[src/include/tws_pkg.sv]
// Constants, register map and types of the two-wire serial channel
// Overview of operation
// One byte per transfer, one bit per serial clock period, both sides synchronous.
// Shift register presents its next output bit on each serial clock falling edge.
// Output bits go through the output latch onto the selected line, MSB first.
// Level on the selected data line is captured on each serial clock rising edge.
// After eight bits the shifter halts itself and sets the transfer done flag.
// Data line is open-drain, pull low only; system supplies the pull-up.
// Software loads all ones before receiving so the line stays released.
// Software uses line set and clear triggers only while no transfer runs.
// Shift register write starts a transfer only if enabled and clock idle high.
// Enabling the channel after the byte was written starts no transfer.
// While sending, the real line level is shifted back into the register.
// Software flags an error when register content differs before and after.
// Read-only match flag shows slave address register equals shift register.
// Idle internal clock output sits high and follows the clock pin port latch.
// Software sets clock output mode first, then moves the port latch.
// Low nibble of clock select picks main clock over 4 to 512; others prohibited.
// Clock select register resets to 88 hex.
// Software stops transfers before changing the clock select register.
// Software keeps the low four bits of interrupt timing register at zero.
// Line set trigger drives latch high, clear trigger low; both self-clear.
// Software keeps the wake-up select bit at zero in two-wire mode.
// Clock source: upper bit 0 external pin, 10 timer output, 11 divider.
// Match flag reads zero while the channel is disabled.
// Three-bit counter cleared at start ends the byte after eight clock periods.
`default_nettype none
package tws_pkg;
  localparam int ADDR_W = 20;
  localparam int IDX_W = 18;
  localparam logic [IDX_W-1:0] IDX_CLK_SEL = 18'h0FF43;
  localparam logic [IDX_W-1:0] IDX_MODE = 18'h0FF60;
  localparam logic [IDX_W-1:0] IDX_BUS_CTL = 18'h0FF61;
  localparam logic [IDX_W-1:0] IDX_SHIFT = 18'h0FF62;
  localparam logic [IDX_W-1:0] IDX_SLAVE_ADDR = 18'h0FF63;
  localparam logic [IDX_W-1:0] IDX_INT_TIMING = 18'h0FF64;
  localparam logic [IDX_W-1:0] IDX_PORT = 18'h0FF65;
  localparam logic [IDX_W-1:0] IDX_STATUS = 18'h0FF66;
  localparam int MODE_EN_BIT = 7;
  localparam int MODE_MATCH_BIT = 6;
  localparam int MODE_SEL_HI = 4;
  localparam int MODE_SEL_MID = 3;
  localparam int MODE_SEL_LO = 2;
  localparam int MODE_SRC_HI = 1;
  localparam int MODE_SRC_LO = 0;
  localparam int BCTL_SET_BIT = 0;
  localparam int BCTL_CLR_BIT = 1;
  localparam int STAT_DONE_BIT = 0;
  localparam int STAT_BUSY_BIT = 1;
  localparam int PORT_CLK_BIT = 0;
  localparam int CLKSEL_CH0_LSB = 0;
  localparam int CLKSEL_CH0_W = 4;
  localparam logic [7:0] CLK_SEL_RST = 8'h88;
  localparam logic [7:0] MODE_RST = 8'h00;
  localparam logic [7:0] BCTL_RST = 8'h00;
  localparam logic [7:0] INT_TIMING_RST = 8'h00;
  localparam logic [7:0] SLAVE_ADDR_RST = 8'h00;
  localparam logic [7:0] SHIFT_RST = 8'hFF;
  localparam logic PORT_RST = 1'b1;
  localparam logic [3:0] DIV_CODE_MIN = 4'h8;
  localparam logic [3:0] DIV_CODE_OFS = 4'h7;
  localparam int DIV_CNT_W = 9;
  localparam logic [2:0] BIT_CNT_LAST = 3'h7;
  localparam logic [1:0] MODE_TWO_WIRE = 2'h3;
  localparam logic [1:0] SRC_TIMER = 2'h2;
  localparam logic [1:0] SRC_DIVIDER = 2'h3;
  typedef enum logic [1:0] {ST_IDLE, ST_WAIT_FALL, ST_WAIT_RISE} tws_state_t;
endpackage
`default_nettype wire

[src/rtl/tws_top.sv]
// Two-wire synchronous serial channel with AHB-Lite register access
`default_nettype none
module tws_top (
  input wire logic hclk,
  input wire logic hresetn,
  input wire logic hsel,
  input wire logic [tws_pkg::ADDR_W-1:0] haddr,
  input wire logic [1:0] htrans,
  input wire logic hwrite,
  input wire logic [2:0] hsize,
  input wire logic hready,
  input wire logic [31:0] hwdata,
  output logic hreadyout,
  output logic hresp,
  output logic [31:0] hrdata,
  input wire logic timer2_tick,
  input wire logic serial_clock_pin_in,
  output logic serial_clock_pin_out,
  output logic serial_clock_pin_oe,
  input wire logic bus_line_a_in,
  output logic bus_line_a_out,
  output logic bus_line_a_oe,
  input wire logic bus_line_b_in,
  output logic bus_line_b_out,
  output logic bus_line_b_oe
);
  import tws_pkg::*;

  logic wr_en;
  logic [IDX_W-1:0] reg_idx;
  logic [7:0] wr_data, rd_data;
  logic div_tick;

  logic [7:0] clk_sel_q, clk_sel_d;
  logic [7:0] mode_q, mode_d;
  logic [7:0] bctl_q, bctl_d;
  logic [7:0] interrupt_timing_reg_q, interrupt_timing_reg_d;
  logic [7:0] sva_q, sva_d;
  logic [7:0] sr_q, sr_d;
  logic port_q, port_d;
  logic done_q, done_d;
  tws_state_t state_q, state_d;
  logic [2:0] cnt_q, cnt_d;
  logic sck_lvl_q, sck_lvl_d;
  logic out_latch_q, out_latch_d;
  logic sck_prev_q;
  logic sck_oe_q, sck_oe_d;
  logic a_oe_q, a_oe_d;
  logic b_oe_q, b_oe_d;
  logic sck_out_q, a_out_q, b_out_q;

  logic enable, two_wire, use_line_a, internal_clk, half_tick;
  logic line_in, fall_ev, rise_ev, busy, clock_idle, start, match;
  logic [1:0] src;

  tws_ahb u_ahb (
    .hclk(hclk),
    .hresetn(hresetn),
    .hsel(hsel),
    .haddr(haddr),
    .htrans(htrans),
    .hwrite(hwrite),
    .hsize(hsize),
    .hready(hready),
    .hwdata(hwdata),
    .hreadyout(hreadyout),
    .hresp(hresp),
    .hrdata(hrdata),
    .wr_en(wr_en),
    .reg_idx(reg_idx),
    .wr_data(wr_data),
    .rd_data(rd_data)
  );

  tws_clkdiv #(
    .CNT_W(DIV_CNT_W)
  ) u_div (
    .hclk(hclk),
    .hresetn(hresetn),
    .run(busy && src == SRC_DIVIDER),
    .code(clk_sel_q[CLKSEL_CH0_LSB +: CLKSEL_CH0_W]),
    .tick(div_tick)
  );

  assign serial_clock_pin_out = sck_out_q;
  assign serial_clock_pin_oe = sck_oe_q;
  assign bus_line_a_out = a_out_q;
  assign bus_line_a_oe = a_oe_q;
  assign bus_line_b_out = b_out_q;
  assign bus_line_b_oe = b_oe_q;

  // Mode decode and serial clock events
  always_comb begin
    enable = mode_q[MODE_EN_BIT];
    two_wire = mode_q[MODE_SEL_HI:MODE_SEL_MID] == MODE_TWO_WIRE;
    use_line_a = mode_q[MODE_SEL_LO];
    src = mode_q[MODE_SRC_HI:MODE_SRC_LO];
    internal_clk = src[1];
    half_tick = (src == SRC_DIVIDER) ? div_tick : timer2_tick;
    line_in = use_line_a ? bus_line_a_in : bus_line_b_in;
    busy = state_q != ST_IDLE;
    if (internal_clk) begin
      fall_ev = half_tick && sck_lvl_q;
      rise_ev = half_tick && !sck_lvl_q;
      clock_idle = !busy;
    end else begin
      fall_ev = sck_prev_q && !serial_clock_pin_in;
      rise_ev = !sck_prev_q && serial_clock_pin_in;
      clock_idle = !busy && serial_clock_pin_in;
    end
    match = enable && (sva_q == sr_q);
    start = wr_en && reg_idx == IDX_SHIFT && enable && clock_idle;
  end

  // Register read mux
  always_comb begin
    rd_data = 8'h00;
    unique case (reg_idx)
      IDX_CLK_SEL: rd_data = clk_sel_q;
      IDX_MODE: begin
        rd_data = mode_q;
        rd_data[MODE_MATCH_BIT] = match;
      end
      IDX_BUS_CTL: rd_data = bctl_q;
      IDX_SHIFT: rd_data = sr_q;
      IDX_SLAVE_ADDR: rd_data = sva_q;
      IDX_INT_TIMING: rd_data = interrupt_timing_reg_q;
      IDX_PORT: rd_data[PORT_CLK_BIT] = port_q;
      IDX_STATUS: begin
        rd_data[STAT_DONE_BIT] = done_q;
        rd_data[STAT_BUSY_BIT] = busy;
      end
      default: rd_data = 8'h00;
    endcase
  end

  // Configuration register writes
  always_comb begin
    clk_sel_d = clk_sel_q;
    mode_d = mode_q;
    bctl_d = bctl_q;
    interrupt_timing_reg_d = interrupt_timing_reg_q;
    sva_d = sva_q;
    port_d = port_q;
    if (wr_en) begin
      unique case (reg_idx)
        IDX_CLK_SEL: clk_sel_d = wr_data;
        IDX_MODE: begin
          mode_d = wr_data;
          mode_d[MODE_MATCH_BIT] = 1'b0;
        end
        IDX_BUS_CTL: begin
          bctl_d = wr_data;
          bctl_d[BCTL_SET_BIT] = 1'b0;
          bctl_d[BCTL_CLR_BIT] = 1'b0;
        end
        IDX_SLAVE_ADDR: sva_d = wr_data;
        IDX_INT_TIMING: interrupt_timing_reg_d = wr_data;
        IDX_PORT: port_d = wr_data[PORT_CLK_BIT];
        default: begin
        end
      endcase
    end
  end

  // Configuration registers
  always_ff @(posedge hclk or negedge hresetn) begin
    if (!hresetn) begin
      clk_sel_q <= CLK_SEL_RST;
      mode_q <= MODE_RST;
      bctl_q <= BCTL_RST;
      interrupt_timing_reg_q <= INT_TIMING_RST;
      sva_q <= SLAVE_ADDR_RST;
      port_q <= PORT_RST;
    end else begin
      clk_sel_q <= clk_sel_d;
      mode_q <= mode_d;
      bctl_q <= bctl_d;
      interrupt_timing_reg_q <= interrupt_timing_reg_d;
      sva_q <= sva_d;
      port_q <= port_d;
    end
  end

  // Shifter, done flag and output latch next state
  always_comb begin
    sr_d = sr_q;
    done_d = done_q;
    state_d = state_q;
    cnt_d = cnt_q;
    sck_lvl_d = sck_lvl_q;
    out_latch_d = out_latch_q;
    if (wr_en) begin
      unique case (reg_idx)
        IDX_BUS_CTL: begin
          if (enable && wr_data[BCTL_SET_BIT]) begin
            out_latch_d = 1'b1;
          end else if (enable && wr_data[BCTL_CLR_BIT]) begin
            out_latch_d = 1'b0;
          end
        end
        IDX_SHIFT: begin
          if (!busy) begin
            sr_d = wr_data;
          end
        end
        IDX_STATUS: begin
          if (wr_data[STAT_DONE_BIT]) begin
            done_d = 1'b0;
          end
        end
        default: begin
        end
      endcase
    end
    unique case (state_q)
      ST_IDLE: begin
        sck_lvl_d = 1'b1;
        if (start) begin
          cnt_d = 3'h0;
          state_d = ST_WAIT_FALL;
        end
      end
      ST_WAIT_FALL: begin
        if (fall_ev) begin
          sck_lvl_d = 1'b0;
          out_latch_d = sr_q[7];
          state_d = ST_WAIT_RISE;
        end
      end
      ST_WAIT_RISE: begin
        if (rise_ev) begin
          sck_lvl_d = 1'b1;
          sr_d = {sr_q[6:0], line_in};
          cnt_d = cnt_q + 3'h1;
          if (cnt_q == BIT_CNT_LAST) begin
            done_d = 1'b1;
            state_d = ST_IDLE;
          end else begin
            state_d = ST_WAIT_FALL;
          end
        end
      end
    endcase
    if (!mode_d[MODE_EN_BIT]) begin
      state_d = ST_IDLE;
      sck_lvl_d = 1'b1;
    end
  end

  // Shifter state registers
  always_ff @(posedge hclk or negedge hresetn) begin
    if (!hresetn) begin
      sr_q <= SHIFT_RST;
      done_q <= 1'b0;
      state_q <= ST_IDLE;
      cnt_q <= 3'h0;
      sck_lvl_q <= 1'b1;
      out_latch_q <= 1'b1;
    end else begin
      sr_q <= sr_d;
      done_q <= done_d;
      state_q <= state_d;
      cnt_q <= cnt_d;
      sck_lvl_q <= sck_lvl_d;
      out_latch_q <= out_latch_d;
    end
  end

  // Pin drivers, open-drain pull-low only
  always_comb begin
    sck_oe_d = 1'b0;
    a_oe_d = 1'b0;
    b_oe_d = 1'b0;
    if (enable && two_wire) begin
      if (internal_clk) begin
        sck_oe_d = busy ? !sck_lvl_q : !port_q;
      end
      a_oe_d = use_line_a && !out_latch_q;
      b_oe_d = !use_line_a && !out_latch_q;
    end
  end


  // Pin register stage
  always_ff @(posedge hclk or negedge hresetn) begin
    if (!hresetn) begin
      sck_prev_q <= 1'b1;
      sck_oe_q <= 1'b0;
      a_oe_q <= 1'b0;
      b_oe_q <= 1'b0;
      sck_out_q <= 1'b0;
      a_out_q <= 1'b0;
      b_out_q <= 1'b0;
    end else begin
      sck_prev_q <= serial_clock_pin_in;
      sck_oe_q <= sck_oe_d;
      a_oe_q <= a_oe_d;
      b_oe_q <= b_oe_d;
      sck_out_q <= 1'b0;
      a_out_q <= 1'b0;
      b_out_q <= 1'b0;
    end
  end
endmodule
`default_nettype wire

[src/rtl/tws_clkdiv.sv]
// Serial clock divider producing half-period enable pulses
`default_nettype none
module tws_clkdiv #(
  parameter int CNT_W = tws_pkg::DIV_CNT_W
) (
  input wire logic hclk,
  input wire logic hresetn,
  input wire logic run,
  input wire logic [3:0] code,
  output logic tick
);
  import tws_pkg::*;
  logic [CNT_W-1:0] cnt_q, cnt_d, half_m1;
  logic tick_q, tick_d;
  logic [3:0] sh;
  logic legal;
  assign tick = tick_q;
  always_comb begin
    legal = code >= DIV_CODE_MIN;
    sh = code - DIV_CODE_OFS;
    half_m1 = (CNT_W'(1) << sh) - CNT_W'(1);
    cnt_d = cnt_q + CNT_W'(1);
    tick_d = 1'b0;
    if (!run || !legal) begin
      cnt_d = '0;
    end else if (cnt_q >= half_m1) begin
      cnt_d = '0;
      tick_d = 1'b1;
    end
  end
  always_ff @(posedge hclk or negedge hresetn) begin
    if (!hresetn) begin
      cnt_q <= '0;
      tick_q <= 1'b0;
    end else begin
      cnt_q <= cnt_d;
      tick_q <= tick_d;
    end
  end
endmodule
`default_nettype wire

[src/rtl/tws_ahb.sv]
// AHB-Lite slave front end for the serial channel registers
`default_nettype none
module tws_ahb (
  input wire logic hclk,
  input wire logic hresetn,
  input wire logic hsel,
  input wire logic [tws_pkg::ADDR_W-1:0] haddr,
  input wire logic [1:0] htrans,
  input wire logic hwrite,
  input wire logic [2:0] hsize,
  input wire logic hready,
  input wire logic [31:0] hwdata,
  output logic hreadyout,
  output logic hresp,
  output logic [31:0] hrdata,
  output logic wr_en,
  output logic [tws_pkg::IDX_W-1:0] reg_idx,
  output logic [7:0] wr_data,
  input wire logic [7:0] rd_data
);
  import tws_pkg::*;
  logic wr_q, wr_d, rd_q, rd_d, rdy_q, rdy_d;
  logic [IDX_W-1:0] idx_q, idx_d;
  logic [31:0] rdata_q, rdata_d;
  logic take;
  assign hreadyout = rdy_q;
  assign hresp = 1'b0;
  assign hrdata = rdata_q;
  assign wr_en = wr_q;
  assign reg_idx = idx_q;
  assign wr_data = hwdata[7:0];
  always_comb begin
    take = hsel && hready && htrans[1] && (hsize == 3'h2 || hsize != 3'h2);
    wr_d = 1'b0;
    rd_d = 1'b0;
    rdy_d = 1'b1;
    idx_d = idx_q;
    rdata_d = rdata_q;
    if (rd_q) begin
      rdata_d = {24'h000000, rd_data};
    end
    if (take) begin
      idx_d = haddr[ADDR_W-1:2];
      wr_d = hwrite;
      rd_d = !hwrite;
      rdy_d = hwrite;
    end
  end
  always_ff @(posedge hclk or negedge hresetn) begin
    if (!hresetn) begin
      wr_q <= 1'b0;
      rd_q <= 1'b0;
      rdy_q <= 1'b1;
      idx_q <= '0;
      rdata_q <= 32'h00000000;
    end else begin
      wr_q <= wr_d;
      rd_q <= rd_d;
      rdy_q <= rdy_d;
      idx_q <= idx_d;
      rdata_q <= rdata_d;
    end
  end
endmodule
`default_nettype wire

[config.mk]
export PLATFORM = sky130hd
export DESIGN_NAME = tws_top
export DESIGN_NICKNAME = d
export VERILOG_FILES = /design/src/include/tws_pkg.sv /design/src/rtl/tws_top.sv /design/src/rtl/tws_clkdiv.sv /design/src/rtl/tws_ahb.sv
export SDC_FILE = /design/constraint.sdc
export NUM_CORES = 1
export LEC_CHECK = 0
export ABC_AREA = 1
export BUFFER_PORTS_ARGS = -buffer_cell sky130_fd_sc_hd__clkbuf_2
export CORE_UTILIZATION = 40
export DETAILED_ROUTE_END_ITERATION = 6
export SLEW_MARGIN = 20
export SYNTH_ARGS = -nofsm -noshare
export SYNTH_HDL_FRONTEND = slang
export SYNTH_SLANG_ARGS = --single-unit
[constraint.sdc]
create_clock -name hclk -period 3 [get_ports hclk]
set_input_delay 0 -clock hclk [delete_from_list [all_inputs] [get_ports hclk]]
set_output_delay 0 -clock hclk [all_outputs]
set_load 0.01 [all_outputs]
======== After elaboration in Yosys (flattened, before gate mapping) ========
Cells that the tools add are included.
cells by class
  reduce and logical (&&, ||, !) cells .... 42
  equal/unequal tests ..................... 21
  shift-type cells ........................ 1
  add/subtract/negate cells ............... 4
  order comparisons ....................... 2
  mux-type cells .......................... 52
operators with widths
  operator                                                count
  equality test 18 x 16 -> 1 bit (second input constant)  8
  2-to-1 mux 8 bit                                        7
  case mux 6 bit (6 select lines)                         1
  2-to-1 mux 1 bit                                        31
  logical AND 1 bit                                       18
  2-to-1 mux 9 bit                                        2
  AND reduction 2 bit                                     7
  logical NOT 1 bit                                       10
  adder 9 x 1 -> 9 bit (second input constant)            1
  >= comparator 9 bit                                     1
  != test 3 bit (second input constant)                   3
  << shifter 1 x 4 -> 9 bit (first input constant)        1
  subtractor 9 x 2 -> 9 bit (second input constant)       1
  equality test 8 bit                                     1
  2-to-1 mux 2 bit                                        4
  case mux 1 bit (7 select lines)                         1
  equality test 2 bit (second input constant)             3
  2-to-1 mux 3 bit                                        2
  case mux 1 bit (6 select lines)                         1
  case mux 2 bit (3 select lines)                         1
  case mux 3 bit (2 select lines)                         1
  AND reduction 3 bit                                     2
  >= comparator 4 bit (second input constant)             1
  != test 2 bit (second input constant)                   2
  other kinds (10)                                        12
word-level totals
  register bits ........................... 97
  word-level logic and storage cells ...... 146
  output and inout port bits .............. 40
  input port bits ......................... 66

======== Longest topological paths before layout ========
  depth in word-level cells ............... 8
  mapped depth ............................ 15
  gate-level depth less buffers ........... 15

======== Modules after synthesis ========
From an unflattened synthesis, not the netlist that was laid out.
unflattened totals
  cell total of the unflattened synthesis .. 723
  area total of the unflattened synthesis .. 5,735.5 sq um
by module, submodules not included
  module      area an instance (sq um)  instances  sequential area each (sq um)  cells each
  tws_top     3,385.7                   1          1,468.9                       442
  tws_ahb     1,450.1                   1          726.9                         155
  tws_clkdiv  899.6                     1          250.2                         126

======== Worst setup path after synthesis ========
Ideal clock, no wire load.
  kind .................................... reg2reg
  start point ............................. register clk_sel_q[3]
  end point ............................... register u_div.cnt_q[1]
  arrival ................................. 2,347 ps
  setup time .............................. 91 ps
  data required time ...................... 2,909 ps
  period minus slack after synthesis ...... 2,438 ps
  path buffers ............................ 0
  cell stages (with the launch flop) ...... 13
  slack ................................... 562 ps
  cell sequence ........................... dfstp_2 -> inv_1 -> nor2_1 -> nand2_1 -> ha_1 -> o211ai_1 -> nor2_1 -> o21ai_0 -> ha_1 -> a21oi_1 -> o21a_1 -> nand4_1 -> nor3b_1
on the way
  cells in the longest elaborated chain, start to end .. 6
  elaborated cells on any way between the ends .. 9
  classes of those cells .................. add/sub: 2; order compare: 2; shift: 1; mux: 2; reduce/logical: 2
RTL lines
  what                       RTL line          source
  start, declared            tws_top.sv:34     logic [7:0] clk_sel_q, clk_sel_d;
  start signal, assigned     tws_top.sv:176    clk_sel_q <= clk_sel_d;
  subtractor 4 x 3 -> 4 bit  tws_clkdiv.sv:20  sh = code - DIV_CODE_OFS;
  << shifter 1 x 4 -> 9 bit  tws_clkdiv.sv:21  half_m1 = (CNT_W'(1) << sh) - CNT_W'(1);
  subtractor 9 x 2 -> 9 bit  tws_clkdiv.sv:21
  >= comparator 9 bit        tws_clkdiv.sv:26  end else if (cnt_q >= half_m1) begin
  2-to-1 mux 9 bit           tws_clkdiv.sv:26
  2-to-1 mux 9 bit *         tws_clkdiv.sv:24  if (!run || !legal) begin
  named net u_div.cnt_d[1]   tws_clkdiv.sv:13  logic [CNT_W-1:0] cnt_q, cnt_d, half_m1;
  end signal, assigned       tws_clkdiv.sv:36  cnt_q <= cnt_d;
  end, declared              tws_clkdiv.sv:13
Mark *: on every way through the listed nets, which the timed path passes. The rest lies on a longest branch.
A chain may end at the register's enable or synchronous reset.

======== Final worst setup path ========
  start point ............................. register clk_sel_q[3]
  end point ............................... register u_div.cnt_q[2]
Same word-level chain as after synthesis.

==> flow_metrics.env <==
export IMPL_final_max_slew_viol_count=0
export IMPL_clk_root_buffer_cell="sky130_fd_sc_hd__clkbuf_16"
export IMPL_worstSetupStartpointType="flip-flop"
export IMPL_synth_cell_area_mm2=0.00548
export IMPL_grt_antenna_before_repair=0
export IMPL_layout_worst_path_cycle_share=0.906
export IMPL_regToRegSetupSlack_ps=280
export IMPL_drt_met1_wl_mm=5.75
export IMPL_ant_nets=0
export IMPL_critical_path_arrival_ps=2970
export IMPL_timing_worst_slew_pin_value_ps=984
export IMPL_yosys_cell_count_top_type="sky130_fd_sc_hd__nand2_1"
export IMPL_worstPathMaxFanout=7
export IMPL_vias=4564
export IMPL_layout_drive_gt1_share=0.167
export IMPL_finClkSkew_ps=6.18
export IMPL_layout_min_cycle_time_ps=2720
export IMPL_end_kind="flip-flop"
export IMPL_timing_worst_setup_path_type="reg -> reg"
export IMPL_yosys_register_bits=97
export IMPL_cts_buffers=9
export IMPL_outcome="finished, final reports clean"
export IMPL_viasPerCell=4.88
export IMPL_cp_required_ps=3250
export IMPL_clock_insertion_delay_worst_skew_ps=350
export IMPL_flow_area_growth_from_synthesis_pct=16.9
export IMPL_grt_util_all_layers=0.198
export IMPL_floorplan_core_area_mm2=0.0133
export IMPL_detail_route_first_pass_iterations=5
export IMPL_top_layer="met4"
export IMPL_clock_sinks=97
export IMPL_finalHoldViolations=0
export IMPL_synth_flop_cell="sky130_fd_sc_hd__dfrtp_1"
export IMPL_async_reset_ff_frac=1.00
export IMPL_path_class_of_the_lowest_slack_min_delay_path="in -> reg"
export IMPL_fp_dieW_um=119
export IMPL_timing_setup_tns_ps=0
export IMPL_global_route_overflow_total=0
export IMPL_number_of_distinct_standard_cells_referenced_by_the_synthesized_netlist=44
export IMPL_p_leak_nw=3.28
export IMPL_grt_max_degree=76
export IMPL_drv_cap=0
export IMPL_hold_path_cell_count=5
export IMPL_max_slew_margin=0.342
export IMPL_post_route_cell_area_mm2=0.00641
export IMPL_routabilityCongestion=0.874
export IMPL_first_pass_grt_wire_length_mm=22.0
export IMPL_final_nets=833
export IMPL_tritoncts_clock_tree="built"
export IMPL_hold_path_startpoint="hwdata[0]"
export IMPL_die_h_um=119
export IMPL_worst_setup_hold_path_clk_slew_ps=70
export IMPL_synth_area_per_cell_um2=8.12
export IMPL_portBuffers=47
export IMPL_synthesis_instances=675
export IMPL_design_die_area_mm2=0.0142
export IMPL_synth_seq_area_share=0.446
export IMPL_synth_top_area_cell="sky130_fd_sc_hd__dfrtp_1"
export IMPL_initialDrtViolationCount=299
export IMPL_num_antenna_cells=0
export IMPL_start_util=0.412
export IMPL_routedWlPerCell_um=13.7
export IMPL_depth_of_the_most_critical_reg_to_reg_path=13
export IMPL_synth_common_cells="sky130_fd_sc_hd__nand2_1 (161), sky130_fd_sc_hd__dfrtp_1 (82), sky130_fd_sc_hd__nor2_1 (76)"
export IMPL_remaining_drc_errors=0
export IMPL_r2r_start="clk_sel_q[3]$_DFFE_PN1P_"
export IMPL_grt_pass1_vias=4554
export IMPL_post_synth_top_area_fraction=0.374
export IMPL_detailed_placement_wirelength_estimate_mm=9.52
export IMPL_core_rowCount=42
export IMPL_grt_setup_unrepaired="no"
export IMPL_yosys_top_cells_area="sky130_fd_sc_hd__dfrtp_1 (37%), sky130_fd_sc_hd__nand2_1 (11%), sky130_fd_sc_hd__dfstp_2 (7.2%)"
export IMPL_timing_final_setup_violations=0
export IMPL_postRouteWirelength_mm=12.8
export IMPL_r2r_end="u_div.cnt_q[2]$_DFF_PN0_"
export IMPL_met2_wirelength_mm=6.37
export IMPL_synth_warning_count=0
export IMPL_ios=106
export IMPL_timing_fmax_mhz=368
export IMPL_power_density_mw_per_mm2=510
export IMPL_synth_edff_count=0
export IMPL_max_vdd_ir_drop_mv=0.353
export IMPL_htree_levels=3
export IMPL_clk_path_buf_depth=2
export IMPL_detailed_place_area_mm2=0.00577
export IMPL_wl_met3_um=422
export IMPL_holdPathEnd="out_latch_q$_DFF_PN1_"
-- report_power, final --
part | internal [mW] | total [mW] | switching (mW)
sequential | 1.42 | 1.50 | 0.0786
clock | 0.756 | 1.27 | 0.510
combinational | 0.191 | 0.506 | 0.316
total | 2.37 | 3.27 | 0.904
-- cells in the final DEF (no fill, tap or decap), types with 2 or more instances in the layout --
cell type	n
sky130_fd_sc_hd__dfstp_2	15
sky130_fd_sc_hd__nand3_1	41
sky130_fd_sc_hd__nor3_1	13
sky130_fd_sc_hd__a21oi_1	19
sky130_fd_sc_hd__xnor2_1	4
sky130_fd_sc_hd__nor2_2	2
sky130_fd_sc_hd__nand2_1	161
sky130_fd_sc_hd__clkbuf_16	9
sky130_fd_sc_hd__o21a_1	2
sky130_fd_sc_hd__o21ai_2	2
sky130_fd_sc_hd__dfrtp_1	82
sky130_fd_sc_hd__o211ai_2	6
sky130_fd_sc_hd__dlygate4sd3_1	31
sky130_fd_sc_hd__nand3b_1	7
sky130_fd_sc_hd__inv_1	65
sky130_fd_sc_hd__nand3_4	2
sky130_fd_sc_hd__nand4_1	16
sky130_fd_sc_hd__o21ai_0	36
sky130_fd_sc_hd__nor4_1	2
sky130_fd_sc_hd__ha_1	13
sky130_fd_sc_hd__conb_1	28
sky130_fd_sc_hd__nor2_1	75
sky130_fd_sc_hd__clkbuf_2	46
sky130_fd_sc_hd__buf_4	8
sky130_fd_sc_hd__inv_2	4
sky130_fd_sc_hd__o21ai_1	24
sky130_fd_sc_hd__bufinv_16	2
sky130_fd_sc_hd__xor2_1	5
sky130_fd_sc_hd__nand2_2	4
sky130_fd_sc_hd__nor2_4	6
sky130_fd_sc_hd__mux2_2	11
sky130_fd_sc_hd__clkinv_1	2
-- cell type report --
class,count,area [um^2]
repair buffers,85,601
fillers,1302,6890
multi-input cells,490,2550
clock buffers,10,239
flip-flops and latches,97,2450
inverters,71,267
well taps,176,220
clock inverters,6,90.1
-- layer usage --
metal	vias up	global-route usage
met4	0	0.0783
li1	2302	-
met3	20	0.0489
met5	-	0
met1	2147	0.246
met2	95	0.329
-- flip-flops by register name, summed over array words and instances (netlist names), 2 cells and up --
register,flops
sva_q,8
u_div.cnt_q,9
u_ahb.reg_idx,18
bctl_q,6
sr_q,8
u_ahb.hrdata,8
state_q,2
cnt_q,3
interrupt_timing_reg_q,8
mode_q,7
clk_sel_q,8
-- worst max-delay path by stage --
stage	start	end	slack [ps]
2_1_floorplan	clk_sel_q[3]$_DFFE_PN1P_	u_div.cnt_q[1]$_DFF_PN0_	560
3_3_place_gp	clk_sel_q[3]$_DFFE_PN1P_	u_div.cnt_q[5]$_DFF_PN0_	410
3_5_place_dp	clk_sel_q[3]$_DFFE_PN1P_	u_div.cnt_q[2]$_DFF_PN0_	230
4_1_cts	clk_sel_q[3]$_DFFE_PN1P_	u_div.cnt_q[5]$_DFF_PN0_	230
5_1_grt	clk_sel_q[3]$_DFFE_PN1P_	u_div.cnt_q[2]$_DFF_PN0_	40
6_report	clk_sel_q[3]$_DFFE_PN1P_	u_div.cnt_q[2]$_DFF_PN0_	280
-- worst max-delay path: stages, from the launching register on --
cell	delay, ps
sky130_fd_sc_hd__dfstp_2	590
sky130_fd_sc_hd__inv_1	120
sky130_fd_sc_hd__nor2_2	140
sky130_fd_sc_hd__nand2_1	80
sky130_fd_sc_hd__ha_1	230
sky130_fd_sc_hd__o211ai_1	140
sky130_fd_sc_hd__nor2_1	90
sky130_fd_sc_hd__o21ai_0	180
sky130_fd_sc_hd__ha_1	290
sky130_fd_sc_hd__a21oi_1	140
sky130_fd_sc_hd__o21a_1	130
sky130_fd_sc_hd__nand4_1	120
sky130_fd_sc_hd__buf_4	180
sky130_fd_sc_hd__nor4_1	180
-- kinds of logic (layout without fill, tap and decap cells) --
logic type | after synthesis | in the layout | synth area share
xor gates and xnor gates | 9 | 9 | 0.0144
DFF | 97 | 97 | 0.446
and+or+nand+nor | 334 | 334 | 0.278
adders and majority gates | 13 | 13 | 0.0297
other | 1 | 28 | 0.000684
muxes | 11 | 11 | 0.0226
AOI/OAI and AO/OA | 95 | 95 | 0.101
buffers and inverters | 115 | 172 | 0.108
-- stage by stage --
step / std cells / utilization / hold WS [ps] / power (mW) / worst slack (ps)
global placement: 888 / 0.434 / 120 / 1.98 / 408
CTS: 935 / 0.482 / 15.8 / 3.31 / 229
finish: 935 / 0.482 / 31.8 / 3.27 / 281
floorplan: 702 / - / -296 / 1.86 / 562
detailed placement: 888 / 0.434 / 118 / 2.00 / 230
global route: 935 / 0.482 / 39.5 / 3.44 / 37.0
-- timing repair --
action	4_1_cts	5_1_grt
hold endpoints to repair	94	0
setup endpoints to repair	0	4
resized for setup	0	1
hold buffers	31	0
setup buffers	0	0
Note: power is estimated with default switching activity, not from simulation.
